[config.mk]
export PLATFORM = sky130hd
export DESIGN_NAME = system_message_manager
export DESIGN_NICKNAME = d
export VERILOG_FILES = /design/src/shared/sysmsg_pkg.sv /design/src/design/sticky_word.sv /design/src/design/report_list.sv /design/src/design/system_message_manager.sv
export SDC_FILE = /design/constraint.sdc
export NUM_CORES = 1
export LEC_CHECK = 0
export BUFFER_PORTS_ARGS = -buffer_cell sky130_fd_sc_hd__buf_2
export CORE_MARGIN = 2
export CORE_UTILIZATION = 61
export DETAILED_ROUTE_END_ITERATION = 10
export PLACE_DENSITY = 0.8
export SLEW_MARGIN = 20
export SYNTH_ARGS = -nofsm -noshare
export SYNTH_HDL_FRONTEND = slang
export SYNTH_SLANG_ARGS = --single-unit
[constraint.sdc]
create_clock -name clk -period 34.7 [get_ports clk]
set_input_delay 1.735 -clock clk [delete_from_list [all_inputs] [get_ports clk]]
set_output_delay 1.735 -clock clk [all_outputs]
set_load 0.05 [all_outputs]
[src/shared/sysmsg_pkg.sv]
// Purpose: Shared constants and types of the system message manager.
// Assumes: One system clock; entries pack class, primary and secondary code.
// Notes: Register offsets are byte addresses on the plain register port.
package sysmsg_pkg;
	localparam int CLASS_N = 4;
	localparam int CLASS_W = 2;
	localparam int PRIM_W = 5;
	localparam int SEC_W = 8;
	localparam int ENTRY_W = CLASS_W + PRIM_W + SEC_W;
	localparam int PRIM_LSB = SEC_W;
	localparam int CLASS_LSB = SEC_W + PRIM_W;
	localparam int MAP_W = 32;
	localparam int DATA_W = 32;
	localparam int ADDR_W = 8;
	localparam int IRQ_W = 3;
	localparam logic [CLASS_W-1:0] CLASS_MSG = 2'h0;
	localparam logic [CLASS_W-1:0] CLASS_WARN = 2'h1;
	localparam logic [CLASS_W-1:0] CLASS_ALARM = 2'h2;
	localparam logic [CLASS_W-1:0] CLASS_ERROR = 2'h3;
	localparam logic [ADDR_W-1:0] OFS_ERROR = 8'h00;
	localparam logic [ADDR_W-1:0] OFS_ALARM = 8'h04;
	localparam logic [ADDR_W-1:0] OFS_WARNING = 8'h08;
	localparam logic [ADDR_W-1:0] OFS_CTRL = 8'h0C;
	localparam logic [ADDR_W-1:0] OFS_OUT_CFG = 8'h10;
	localparam logic [ADDR_W-1:0] OFS_CMD = 8'h14;
	localparam logic [ADDR_W-1:0] OFS_LIST_STAT = 8'h18;
	localparam logic [ADDR_W-1:0] OFS_DISP = 8'h1C;
	localparam logic [ADDR_W-1:0] OFS_IRQ_STAT = 8'h20;
	localparam logic [ADDR_W-1:0] OFS_IRQ_MASK = 8'h24;
	localparam int ERR_CHECKSUM_BIT = 0;
	localparam int CTRL_DISP_BIT = 0;
	localparam int CMD_ACK_BIT = 0;
	localparam int CMD_CLR_BIT = 1;
	localparam int STAT_ACK_LSB = 0;
	localparam int STAT_CLR_LSB = 8;
	localparam int STAT_DISP_BIT = 16;
	localparam int STAT_BUSY_BIT = 17;
	localparam int IRQ_NEW = 0;
	localparam int IRQ_OVF = 1;
	localparam int IRQ_ERR = 2;
	localparam logic [DATA_W-1:0] RDATA_NONE = 32'h0;
	typedef logic [ENTRY_W-1:0] entry_t;
	typedef enum logic [1:0] {
		ST_IDLE = 2'b01,
		ST_ACK = 2'b10
	} ack_state_e;
endpackage : sysmsg_pkg

[src/design/sticky_word.sv]
// Purpose: Word of sticky bits that hardware sets and software clears.
// Assumes: Set and clear come from logic on the same clock.
// Notes: A set in the same cycle as a clear wins, so no event is lost.
`timescale 1ns/1ps
`default_nettype none
module sticky_word #(
	parameter int W = 32
) (
	input wire logic clk,
	input wire logic rst,
	input wire logic [W-1:0] set,
	input wire logic [W-1:0] clr,
	output logic [W-1:0] value
);
	typedef struct packed {
		logic [W-1:0] bits;
	} word_s;
	word_s cur_ff;
	word_s nxt_cur;

	always_comb begin
		nxt_cur = cur_ff;
		nxt_cur.bits = (cur_ff.bits & ~clr) | set;
	end

	always_ff @(posedge clk or posedge rst) begin
		if (rst) begin
			cur_ff <= '0;
		end else begin
			cur_ff <= nxt_cur;
		end
	end

	assign value = cur_ff.bits;
endmodule : sticky_word
`default_nettype wire

[src/design/report_list.sv]
// Purpose: Ordered list of report entries with search and per-class presence.
// Assumes: At most one push and one pop per cycle; flush overrides both.
// Notes: A push to a full list is dropped unless a pop in the same cycle frees a slot; the caller decides what that means.
`timescale 1ns/1ps
`default_nettype none
module report_list #(
	parameter int DEPTH = 8,
	parameter int CW = $clog2(DEPTH + 1)
) (
	input wire logic clk,
	input wire logic rst,
	input wire logic push,
	input wire logic [sysmsg_pkg::ENTRY_W-1:0] push_data,
	input wire logic pop,
	input wire logic flush,
	input wire logic [sysmsg_pkg::ENTRY_W-1:0] probe,
	output logic hit,
	output logic [sysmsg_pkg::ENTRY_W-1:0] head,
	output logic full,
	output logic empty,
	output logic [sysmsg_pkg::CLASS_N-1:0] class_held,
	output logic [CW-1:0] count
);
	import sysmsg_pkg::*;
	typedef struct packed {
		logic [DEPTH-1:0][ENTRY_W-1:0] slot;
		logic [CW-1:0] cnt;
	} list_s;
	list_s cur_ff;
	list_s nxt_cur;

	always_comb begin
		nxt_cur = cur_ff;
		if (flush) begin
			nxt_cur.cnt = '0;
		end else begin
			if (pop && cur_ff.cnt != '0) begin
				for (int i = 0; i < DEPTH - 1; i++) begin
					nxt_cur.slot[i] = cur_ff.slot[i+1];
				end
				nxt_cur.cnt = cur_ff.cnt - 1'b1;
			end
			if (push && nxt_cur.cnt != CW'(DEPTH)) begin
				nxt_cur.slot[nxt_cur.cnt] = push_data;
				nxt_cur.cnt = nxt_cur.cnt + 1'b1;
			end
		end
	end

	always_comb begin
		hit = 1'b0;
		class_held = '0;
		for (int i = 0; i < DEPTH; i++) begin
			if (CW'(i) < cur_ff.cnt) begin
				if (cur_ff.slot[i] == probe) begin
					hit = 1'b1;
				end
				class_held[cur_ff.slot[i][CLASS_LSB +: CLASS_W]] = 1'b1;
			end
		end
	end

	always_ff @(posedge clk or posedge rst) begin
		if (rst) begin
			cur_ff <= '0;
		end else begin
			cur_ff <= nxt_cur;
		end
	end

	assign head = cur_ff.slot[0];
	assign count = cur_ff.cnt;
	assign full = cur_ff.cnt == CW'(DEPTH);
	assign empty = cur_ff.cnt == '0;
endmodule : report_list
`default_nettype wire

[src/design/system_message_manager.sv]
// Purpose: Classifies fault reports, holds severity maps, report lists and alarms.
// Assumes: Reports and checksum flag come from logic on clk; the keypad is a pin.
// Notes: Acknowledge drains the pending list one entry per cycle.
`timescale 1ns/1ps
`default_nettype none
// Summary of operation
// (RULE1) Each report carries one of four classes: message, warning, alarm, error.
// (RULE2) Message class reports are only logged and never drive an alarm output.
// (RULE3) A warning report sets its sticky bit in the warning map.
// (RULE4) An alarm report sets its alarm map bit; results are invalid meanwhile.
// (RULE5) An error report sets its sticky bit in the error map.
// (RULE6) A new listed report sets its bit, is logged, listed, shown and drives outputs.
// (RULE7) Two lists are kept: pending acknowledge and pending clear.
// (RULE8) New reports enter the acknowledge list and move to clear list when acknowledged; the code drops the entry instead when the clear list is full.
// (RULE9) A report already held on either list is not added again.
// (RULE10) A keypress dismisses the shown report and leaves both lists alone.
// (RULE11) A linked alarm output turns on at a report of its class, and while its class map is nonzero with a report of that class awaiting acknowledge.
// (RULE12) An alarm output stays on until all reports of its class are acknowledged.
// (RULE13) Software acknowledges first and clears afterwards.
// (RULE14) A report that comes back after clearing runs the whole procedure again.
// (RULE15) The front-panel alarm lamp shows that reports are pending acknowledge.
// (RULE16) Alarm and warning maps are 32-bit maps of primary codes, zero when idle.
// (RULE17) Error bit 0 marks a checksum mismatch; error bits persist once set.
// (RULE18) A full acknowledge list drops the report but bits and log still happen.
module system_message_manager #(
	parameter int NOUT = 4,
	parameter int DEPTH = 8
) (
	input wire logic clk,
	input wire logic rst,
	input wire logic report_valid,
	input wire logic [sysmsg_pkg::CLASS_W-1:0] report_class,
	input wire logic [sysmsg_pkg::PRIM_W-1:0] report_primary,
	input wire logic [sysmsg_pkg::SEC_W-1:0] report_secondary,
	input wire logic checksum_bad,
	input wire logic key_press,
	input wire logic [sysmsg_pkg::ADDR_W-1:0] reg_addr,
	input wire logic [sysmsg_pkg::DATA_W-1:0] reg_wdata,
	input wire logic reg_wr,
	input wire logic reg_rd,
	output logic [sysmsg_pkg::DATA_W-1:0] reg_rdata,
	output logic log_valid,
	output logic [sysmsg_pkg::ENTRY_W-1:0] log_entry,
	output logic disp_active,
	output logic [sysmsg_pkg::ENTRY_W-1:0] disp_entry,
	output logic alarm_led,
	output logic meas_invalid,
	output logic [NOUT-1:0] alarm_out,
	output logic irq
);
	import sysmsg_pkg::*;
	localparam int CW = $clog2(DEPTH + 1);

	typedef struct packed {
		ack_state_e st;
		logic key_s1;
		logic key_s2;
		logic key_prev;
		logic disp_en;
		logic disp_on;
		entry_t disp_e;
		logic log_v;
		entry_t log_e;
		logic [NOUT-1:0][CLASS_W-1:0] out_cfg;
		logic [NOUT-1:0] out_on;
		logic [IRQ_W-1:0] irq_mask;
		logic [DATA_W-1:0] rdata;
	} mgr_s;
	mgr_s cur_ff;
	mgr_s nxt_cur;

	entry_t new_entry;
	logic listable;
	logic dup;
	logic listed;
	logic overflow;
	logic key_edge;
	logic moving;
	logic ack_hit;
	logic clr_hit;
	logic ack_full;
	logic ack_empty;
	logic clr_full;
	logic clr_empty;
	entry_t ack_head;
	logic [CLASS_N-1:0] ack_held;
	logic [CLASS_N-1:0] clr_held;
	logic [CW-1:0] ack_count;
	logic [CW-1:0] clr_count;
	logic [MAP_W-1:0] code_bit;
	logic [MAP_W-1:0] warn_set;
	logic [MAP_W-1:0] alarm_set;
	logic [MAP_W-1:0] err_set;
	logic [MAP_W-1:0] warn_clr;
	logic [MAP_W-1:0] alarm_clr;
	logic [MAP_W-1:0] warn_map;
	logic [MAP_W-1:0] alarm_map;
	logic [MAP_W-1:0] err_map;
	logic [IRQ_W-1:0] irq_set;
	logic [IRQ_W-1:0] irq_clr;
	logic [IRQ_W-1:0] irq_stat;
	logic [CLASS_N-1:0] map_nonzero;
	logic cmd_ack;
	logic cmd_clr;
	logic [DATA_W-1:0] rd_val;

	assign new_entry = {report_class, report_primary, report_secondary}; // RULE1
	assign code_bit = MAP_W'(1) << report_primary;
	assign listable = report_valid && report_class != CLASS_MSG; // RULE2
	assign dup = ack_hit || clr_hit; // RULE9
	assign listed = listable && !dup && !ack_full; // RULE8
	assign overflow = listable && !dup && ack_full; // RULE18
	assign key_edge = cur_ff.key_s2 && !cur_ff.key_prev;
	assign moving = cur_ff.st == ST_ACK && !ack_empty;
	assign cmd_ack = reg_wr && reg_addr == OFS_CMD && reg_wdata[CMD_ACK_BIT] && cur_ff.st == ST_IDLE;
	assign cmd_clr = reg_wr && reg_addr == OFS_CMD && reg_wdata[CMD_CLR_BIT] && cur_ff.st == ST_IDLE && !cmd_ack;

	// Map bits are set whether or not the report makes it onto a list.
	assign warn_set = (report_valid && report_class == CLASS_WARN) ? code_bit : '0; // RULE3
	assign alarm_set = (report_valid && report_class == CLASS_ALARM) ? code_bit : '0; // RULE4
	assign err_set = ((report_valid && report_class == CLASS_ERROR) ? code_bit : '0)
		| (checksum_bad ? MAP_W'(1) << ERR_CHECKSUM_BIT : '0); // RULE5 RULE17
	assign warn_clr = (reg_wr && reg_addr == OFS_WARNING) ? reg_wdata : '0;
	assign alarm_clr = (reg_wr && reg_addr == OFS_ALARM) ? reg_wdata : '0;
	assign irq_clr = (reg_wr && reg_addr == OFS_IRQ_STAT) ? reg_wdata[IRQ_W-1:0] : '0;
	assign irq_set = {(|err_set), overflow, listed};

	sticky_word #(.W(MAP_W)) u_warn (
		.clk(clk),
		.rst(rst),
		.set(warn_set),
		.clr(warn_clr),
		.value(warn_map)
	); // RULE16
	sticky_word #(.W(MAP_W)) u_alarm (
		.clk(clk),
		.rst(rst),
		.set(alarm_set),
		.clr(alarm_clr),
		.value(alarm_map)
	); // RULE16
	// Error bits call for servicing, so software cannot wipe them; only reset does.
	sticky_word #(.W(MAP_W)) u_err (
		.clk(clk),
		.rst(rst),
		.set(err_set),
		.clr('0),
		.value(err_map)
	); // RULE17
	sticky_word #(.W(IRQ_W)) u_irq (
		.clk(clk),
		.rst(rst),
		.set(irq_set),
		.clr(irq_clr),
		.value(irq_stat)
	);

	report_list #(.DEPTH(DEPTH), .CW(CW)) u_ack_list (
		.clk(clk),
		.rst(rst),
		.push(listed),
		.push_data(new_entry),
		.pop(moving),
		.flush(1'b0),
		.probe(new_entry),
		.hit(ack_hit),
		.head(ack_head),
		.full(ack_full),
		.empty(ack_empty),
		.class_held(ack_held),
		.count(ack_count)
	); // RULE7
	// Clearing removes entries for good, so a returning cause is listed anew.
	report_list #(.DEPTH(DEPTH), .CW(CW)) u_clr_list (
		.clk(clk),
		.rst(rst),
		.push(moving),
		.push_data(ack_head),
		.pop(1'b0),
		.flush(cmd_clr),
		.probe(new_entry),
		.hit(clr_hit),
		.head(),
		.full(clr_full),
		.empty(clr_empty),
		.class_held(clr_held),
		.count(clr_count)
	); // RULE7 RULE14

	assign map_nonzero = {(err_map != '0), (alarm_map != '0), (warn_map != '0), 1'b0};

	always_comb begin
		rd_val = RDATA_NONE;
		if (reg_addr == OFS_ERROR) begin
			rd_val = err_map;
		end else if (reg_addr == OFS_ALARM) begin
			rd_val = alarm_map;
		end else if (reg_addr == OFS_WARNING) begin
			rd_val = warn_map;
		end else if (reg_addr == OFS_CTRL) begin
			rd_val[CTRL_DISP_BIT] = cur_ff.disp_en;
		end else if (reg_addr == OFS_OUT_CFG) begin
			rd_val[NOUT*CLASS_W-1:0] = cur_ff.out_cfg;
		end else if (reg_addr == OFS_LIST_STAT) begin
			rd_val[STAT_ACK_LSB +: CW] = ack_count;
			rd_val[STAT_CLR_LSB +: CW] = clr_count;
			rd_val[STAT_DISP_BIT] = cur_ff.disp_on;
			rd_val[STAT_BUSY_BIT] = cur_ff.st == ST_ACK;
		end else if (reg_addr == OFS_DISP) begin
			rd_val[ENTRY_W-1:0] = cur_ff.disp_e;
		end else if (reg_addr == OFS_IRQ_STAT) begin
			rd_val[IRQ_W-1:0] = irq_stat;
		end else if (reg_addr == OFS_IRQ_MASK) begin
			rd_val[IRQ_W-1:0] = cur_ff.irq_mask;
		end
	end

	always_comb begin
		nxt_cur = cur_ff;
		nxt_cur.key_s1 = key_press;
		nxt_cur.key_s2 = cur_ff.key_s1;
		nxt_cur.key_prev = cur_ff.key_s2;
		nxt_cur.rdata = reg_rd ? rd_val : RDATA_NONE;
		nxt_cur.log_v = report_valid;
		if (report_valid) begin
			nxt_cur.log_e = new_entry; // RULE2 RULE6 RULE18
		end
		if (reg_wr && reg_addr == OFS_CTRL) begin
			nxt_cur.disp_en = reg_wdata[CTRL_DISP_BIT];
		end else if (reg_wr && reg_addr == OFS_OUT_CFG) begin
			nxt_cur.out_cfg = reg_wdata[NOUT*CLASS_W-1:0];
		end else if (reg_wr && reg_addr == OFS_IRQ_MASK) begin
			nxt_cur.irq_mask = reg_wdata[IRQ_W-1:0];
		end
		// A new report arriving with a keypress still gets shown.
		if (key_edge) begin
			nxt_cur.disp_on = 1'b0; // RULE10
		end
		if (listed && cur_ff.disp_en) begin
			nxt_cur.disp_on = 1'b1; // RULE6
			nxt_cur.disp_e = new_entry;
		end
		case (cur_ff.st)
			ST_IDLE: begin
				if (cmd_ack) begin
					nxt_cur.st = ST_ACK; // RULE13
				end
			end
			ST_ACK: begin
				if (ack_empty) begin
					nxt_cur.st = ST_IDLE; // RULE8
				end
			end
			default: begin
				nxt_cur.st = ST_IDLE;
			end
		endcase
		for (int i = 0; i < NOUT; i++) begin
			nxt_cur.out_on[i] = cur_ff.out_cfg[i] != CLASS_MSG
				&& ((listable && report_class == cur_ff.out_cfg[i]) // RULE6
				|| (map_nonzero[cur_ff.out_cfg[i]] && ack_held[cur_ff.out_cfg[i]]) // RULE11
				|| (cur_ff.out_on[i] && ack_held[cur_ff.out_cfg[i]])); // RULE12
		end
	end

	always_ff @(posedge clk or posedge rst) begin
		if (rst) begin
			cur_ff <= '0;
			cur_ff.st <= ST_IDLE;
		end else begin
			cur_ff <= nxt_cur;
		end
	end

	assign reg_rdata = cur_ff.rdata;
	assign log_valid = cur_ff.log_v;
	assign log_entry = cur_ff.log_e;
	assign disp_active = cur_ff.disp_on;
	assign disp_entry = cur_ff.disp_e;
	assign alarm_out = cur_ff.out_on;
	assign alarm_led = !ack_empty; // RULE15
	assign meas_invalid = alarm_map != '0; // RULE4
	assign irq = |(irq_stat & cur_ff.irq_mask);
endmodule : system_message_manager
`default_nettype wire

# Yosys cells after proc, flatten, opt, wreduce, memory -nomap -nowiden
# Index checks and enable logic that the tools add are counted.
[op_classes] add_sub_neg=3 bitwise=22 shifts=1 mux=117 n_reduce_logical=83 magnitude_cmp=40 eq_ne=39
[op_table] operator="two-way mux 109 bit" n=4
[op_table] operator="two-way mux 32 bit" n=8
[op_table] operator="bitwise mux 120 bit" n=2
[op_table] operator="equality test 15 bit" n=16
[op_table] operator="bitwise OR 32 bit" n=3
[op_table] operator="nonzero test 32 bit" n=3
[op_table] operator="demux 15 bit (select 3 bit)" n=2
[op_table] operator="bitwise AND 32 bit" n=2
[op_table] operator="inverter 32 bit" n=2
[op_table] operator="two-way mux 1 bit" n=52
[op_table] operator="logical AND 1 bit" n=51
[op_table] operator="two-way mux 4 bit" n=12
[op_table] operator="two-way mux 15 bit" n=3
[op_table] operator="< comparator 2 x 3 -> 1 bit, second input constant" n=12
[op_table] operator="equality test 8 x 5 -> 1 bit, second input constant" n=4
[op_table] operator="< comparator 3 x 4 -> 1 bit, first input constant" n=8
[op_table] operator="bitwise OR 32 x 1 -> 32 bit" n=1
[op_table] operator="OR reduction 32 bit" n=1
[op_table] operator="left shift 1 x 5 -> 32 bit, first input constant" n=1
[op_table] operator="two-way mux 14 bit" n=2
[op_table] operator="bitwise OR 4 bit" n=7
[op_table] operator="binary-select mux 1 bit (select 2 bit)" n=8
[op_table] operator="demux 1 bit (select 2 bit)" n=8
[op_table] operator="equality test 8 x 4 -> 1 bit, second input constant" n=2
[op_table] operator="other kinds (35)" n=91
[totals] out_inout_bits=71 register_bits=432

# Logic depth before layout (Yosys ltp)
[logic_depth] word_depth=25 mapped_depth=15 depth_no_buf=13

# Cells and area by module
# Synthesis repeated with hierarchy kept, for this count alone.
[unflattened] cells_unflattened=2767 area_unflattened_um2=26476.6
[by_module_without_submodules] mod="report_list (u_ack_list)" n_inst=1 cells_each=858 seq_area_each_um2=3103.0 area_per_inst_um2=8445.6
[by_module_without_submodules] mod="report_list (u_clr_list)" n_inst=1 cells_each=850 seq_area_each_um2=3103.0 area_per_inst_um2=8329.2
[by_module_without_submodules] mod="system_message_manager" n_inst=1 cells_each=758 seq_area_each_um2=2128.3 area_per_inst_um2=6094.6
[by_module_without_submodules] mod="sticky_word (u_alarm ...)" n_inst=3 cells_each=97 seq_area_each_um2=800.8 area_per_inst_um2=1164.9
[by_module_without_submodules] mod="sticky_word (u_irq)" n_inst=1 cells_each=10 seq_area_each_um2=75.1 area_per_inst_um2=112.6

# Worst setup path before layout
# No wires, ideal clock.
[synth_path] kind="input-to-reg" from="in report_primary[4] in the netlist's numbering" to="reg cur_ff, in the netlist disp_entry[0]" stages=11 path_buffers=3 arrival_time_ns=4.057 setup_ns=0.125 t_required_ns=34.575 slack_ns=30.519 path_cell_list="buf_4 -> buf_4 -> xnor2_1 -> nand3_1 -> nor4_1 -> a22oi_1 -> o2111ai_1 -> or4_1 -> nor2_4 -> buf_4 -> mux2_2"
[synth_between] elab_chain_cells=22
[synth_lines] element="from (decl)" line_no="system_message_manager.sv:33" source="input wire logic [sysmsg_pkg::PRIM_W-1:0] report_primary,"
[synth_lines] element="equality test 15 bit" line_no="report_list.sv:55" source="if (cur_ff.slot[i] == probe) begin"
[synth_lines] element="two-way mux 1 bit" line_no="report_list.sv:55"
[synth_lines] element="two-way mux 1 bit" line_no="report_list.sv:54" source="if (CW'(i) < cur_ff.cnt) begin"
[synth_lines] element="two-way mux 1 bit" line_no="report_list.sv:55"
[synth_lines] element="two-way mux 1 bit" line_no="report_list.sv:54"
[synth_lines] element="two-way mux 1 bit" line_no="report_list.sv:55"
[synth_lines] element="two-way mux 1 bit" line_no="report_list.sv:54"
[synth_lines] element="two-way mux 1 bit" line_no="report_list.sv:55"
[synth_lines] element="[5 not listed]"
[synth_lines] element="two-way mux 1 bit" line_no="report_list.sv:55"
[synth_lines] element="two-way mux 1 bit" line_no="report_list.sv:54"
[synth_lines] element="two-way mux 1 bit" line_no="report_list.sv:55"
[synth_lines] element="two-way mux 1 bit" line_no="report_list.sv:54"
[synth_lines] element="logical OR 1 bit *" line_no="system_message_manager.sv:110" source="assign dup = ack_hit || clr_hit;"
[synth_lines] element="logical NOT 1 bit *" line_no="system_message_manager.sv:111" source="assign listed = listable && !dup && !ack_full;"
[synth_lines] element="logical AND 1 bit * (2 in series)" line_no="system_message_manager.sv:111"
[synth_lines] element="logical AND 1 bit *" line_no="system_message_manager.sv:239" source="if (listed && cur_ff.disp_en) begin"
[synth_lines] element="to (signal assigned)" line_no="system_message_manager.sv:271" source="cur_ff <= nxt_cur;"
[synth_lines] element="to (decl)" line_no="system_message_manager.sv:69" source="mgr_s cur_ff;"
# Mark *: on every way between the ends. The rest lies on a longest branch, timed or not.
# A chain may end at the register's enable or synchronous reset.

==> flow_metrics.env <==
export IMPL_slowest_delay_ps=750
export IMPL_die_area_sq_um=38900
export IMPL_io_pins=133
export IMPL_clk_latency_ps=580
export IMPL_path_cells="buf_2 -> xnor2_1 -> nand4_1 -> nor4_1 -> nor4_1 -> nand4_1 -> nor4_4 -> nand4_2 -> mux2_2"
export IMPL_synthArstFlopShare_pct=100
export IMPL_rsz0062_at_grt="no"
export IMPL_reg2reg_from="u_ack_list.count[3]"
export IMPL_yosysTopAreaCell="dfrtp_1"
export IMPL_remaining_drc_errors=0
export IMPL_synth_edf_count=0
export IMPL_gp_congestion=0.990
export IMPL_cts_setup_buffers=0
export IMPL_finalSetupViolCount=0
export IMPL_synth_seq_area_share_pct=47.5
export IMPL_final_cell_mix="478 x nand2_1, 431 x dfrtp_1, 275 x mux2_2"
export IMPL_nets=2267
export IMPL_hpwl_microns=39700
export IMPL_finalHoldViolations=0
export IMPL_grt_ovfl_total=0
export IMPL_die_y_microns=197
export IMPL_fmax_mhz=207
export IMPL_cts_tree="built"
export IMPL_leakagePower_nw=11.4
export IMPL_io_buffers=132
export IMPL_netlist_area_sq_um=22800
export IMPL_syn_nets=2289
export IMPL_synth_seq_cells=432
export IMPL_fin_tns_setup_ps=0
export IMPL_power_density_nw_per_um2=66.7
export IMPL_grt_pass1_vias=17400
export IMPL_r2r_setup_slack_ps=30640
export IMPL_arrival_ps=5280
export IMPL_grt_max_degree=115
export IMPL_reg2regPathDepth=13
export IMPL_dr_pass1_iters=10
export IMPL_antenna_found_initial=1
export IMPL_die_w_microns=197
export IMPL_worstSetupStartpointType="primary input"
export IMPL_min_path_cells=0
export IMPL_syn_to_final_growth_pct=8.19
export IMPL_worst_pin_slew_ps=1030
export IMPL_viasPerCell=6.35
export IMPL_crit_type="in2reg"
export IMPL_root_buffer="clkbuf_16"
export IMPL_worstSetupStartpoint="report_class[1]"
export IMPL_run_status="complete, no violations"
export IMPL_dpl_cell_area_sq_um=22900
export IMPL_slew_violations=0
export IMPL_yosysWarnings=0
export IMPL_synth_flop_cell="dfrtp_1"
export IMPL_grt_usage_pct=32.4
export IMPL_fin_util_pct=67.1
export IMPL_yosys_area_top_type_share_pct=47.4
export IMPL_core_sq_um=36700
export IMPL_clkTransAtPathRegs_ps=60
export IMPL_rows=70
export IMPL_hp_class="reg2reg"
export IMPL_clkSinkCount=432
export IMPL_crit_required_ps=35150
export IMPL_final_min_clock_period_ps=4830
export IMPL_skew_ps=27.3
export IMPL_mostFrequentLayoutCell="nand2_1"
export IMPL_maxCapViolCount=0
export IMPL_antenna_left=0
export IMPL_stdcell_count=2701
export IMPL_avgSynthCellArea_sq_um=10.3
export IMPL_antennaDiodeCount=0
export IMPL_cts_buffers=47
export IMPL_fill_cells=2721
export IMPL_vias=17200
export IMPL_drive_gt1_share_pct=23.5
export IMPL_fin_crit_sh_pct=13.9
export IMPL_wl_per_cell_microns=23.2
export IMPL_path_max_fanout=36
export IMPL_cts_resized=0
export IMPL_stdcell_area_sq_um=24600
export IMPL_cts_hold_buf=0
export IMPL_crit_slowest_cell="buf_2"
export IMPL_start_util_pct=62.0
export IMPL_synth_area_leaders="dfrtp_1 47%, mux2_2 14%, nand2_1 7.9%"
export IMPL_synth_distinct_cells=55
export IMPL_syn_inst=2218
export IMPL_wl_microns=62600
export IMPL_clk_path_buf_depth=3
export IMPL_dp_cells=2615
export IMPL_end_kind="register"
export IMPL_htreeDepth=2
export IMPL_vdd_ir_drop_max_v=0.0000542
export IMPL_grt_pass1_wl_microns=97700
export IMPL_max_slew_margin_pct=31.5
export IMPL_min_from="cur_ff[82]"
export IMPL_drt_iter0_drc=1877
critical path, delay by kind of cell:
family,cells,cell delay (ps)
AND/OR/NAND/NOR,6,2030
buffers and inverters,1,750
XOR/XNOR,1,220
multiplexers,1,480
power by group:
part           total [mW]  switching (mW)  internal (mW)  leakage, nW
clock               0.542           0.209          0.333        0.841
sequential          0.733           0.140          0.593         5.67
combinational       0.368           0.194          0.174         4.88
total                1.64           0.543           1.10         11.4
cell families after synthesis:
logic type,count (synthesis),synth area share [%]
multiplexers,280,13.8
AND/OR/NAND/NOR,764,15.3
adder cells (fa/ha/maj),9,0.495
XOR/XNOR,247,9.51
AO/OA/AOI/OAI,242,7.39
flip-flops,432,47.5
buffers and inverters,244,5.96
flip-flops by register name, indices dropped and copies added (netlist names), 15 cells and up:
register / cells
reg_rdata: 32
u_alarm.value: 32
u_clr_list.cur_ff: 105
u_err.value: 32
u_ack_list.head: 15
u_ack_list.cur_ff: 105
log_entry: 15
disp_entry: 15
u_clr_list.head: 15
cur_ff: 17
u_warn.value: 32
worst paths after layout:
kind | to
worst max-delay path | u_ack_list.cur_ff[99]
worst min-delay path | cur_ff[81]
worst max register to register | u_ack_list.cur_ff[111]
worst min register to register | cur_ff[81]
max in group asynchronous | u_ack_list.cur_ff[103]
min in group asynchronous | u_clr_list.cur_ff[89]
cell usage after synthesis, types with 6 or more instances:
master	n
o21ai_0	88
nand4_1	53
inv_1	24
a21oi_1	9
a222oi_1	30
a22oi_1	9
or3_1	8
nand3_1	33
a31oi_1	7
clkbuf_1	102
mux2_2	275
a22o_1	24
nor4_1	57
ha_1	9
nor2b_1	23
nor3_1	9
xor2_1	76
a21boi_0	13
xnor2_1	171
dfrtp_1	431
a21o_1	16
o21bai_1	19
nor3b_1	7
buf_1	11
nor2_1	52
nand2_1	479
buf_4	87
o211ai_1	6
buf_6	11
and2_1	7
and3_1	7
buf_2	7
layer usage:
metal | routed length (microns) | part of all wire, % | global-route usage [%]
met5 | 13 | 0.021 | 0
met4 | 2410 | 3.9 | 14.9
met3 | 5180 | 8.3 | 5.89
met2 | 29800 | 48 | 52.2
met1 | 25200 | 40 | 43.0
area by class of cell:
type | count | area, sq um | share of cell area, %
Clock buffer | 66 | 1400 | 5.69
Multi-Input combinational cell | 1542 | 10600 | 43.2
Inverter | 24 | 97.6 | 0.396
Timing Repair Buffer | 149 | 816 | 3.31
Tap cell | 468 | 586 | 2.38
Sequential cell | 432 | 10800 | 43.9
Clock inverter | 20 | 283 | 1.15
per-stage QoR:
step	power, mW	hold slack, ps	worst slack (ps)
6_report	1.64	379	29870
5_1_grt	1.71	388	29670
3_5_place_dp	1.09	354	29370
3_3_place_gp	1.07	342	29440
4_1_cts	1.64	377	29920
2_1_floorplan	0.983	331	20940
Note: power is estimated with default switching activity, not from simulation.
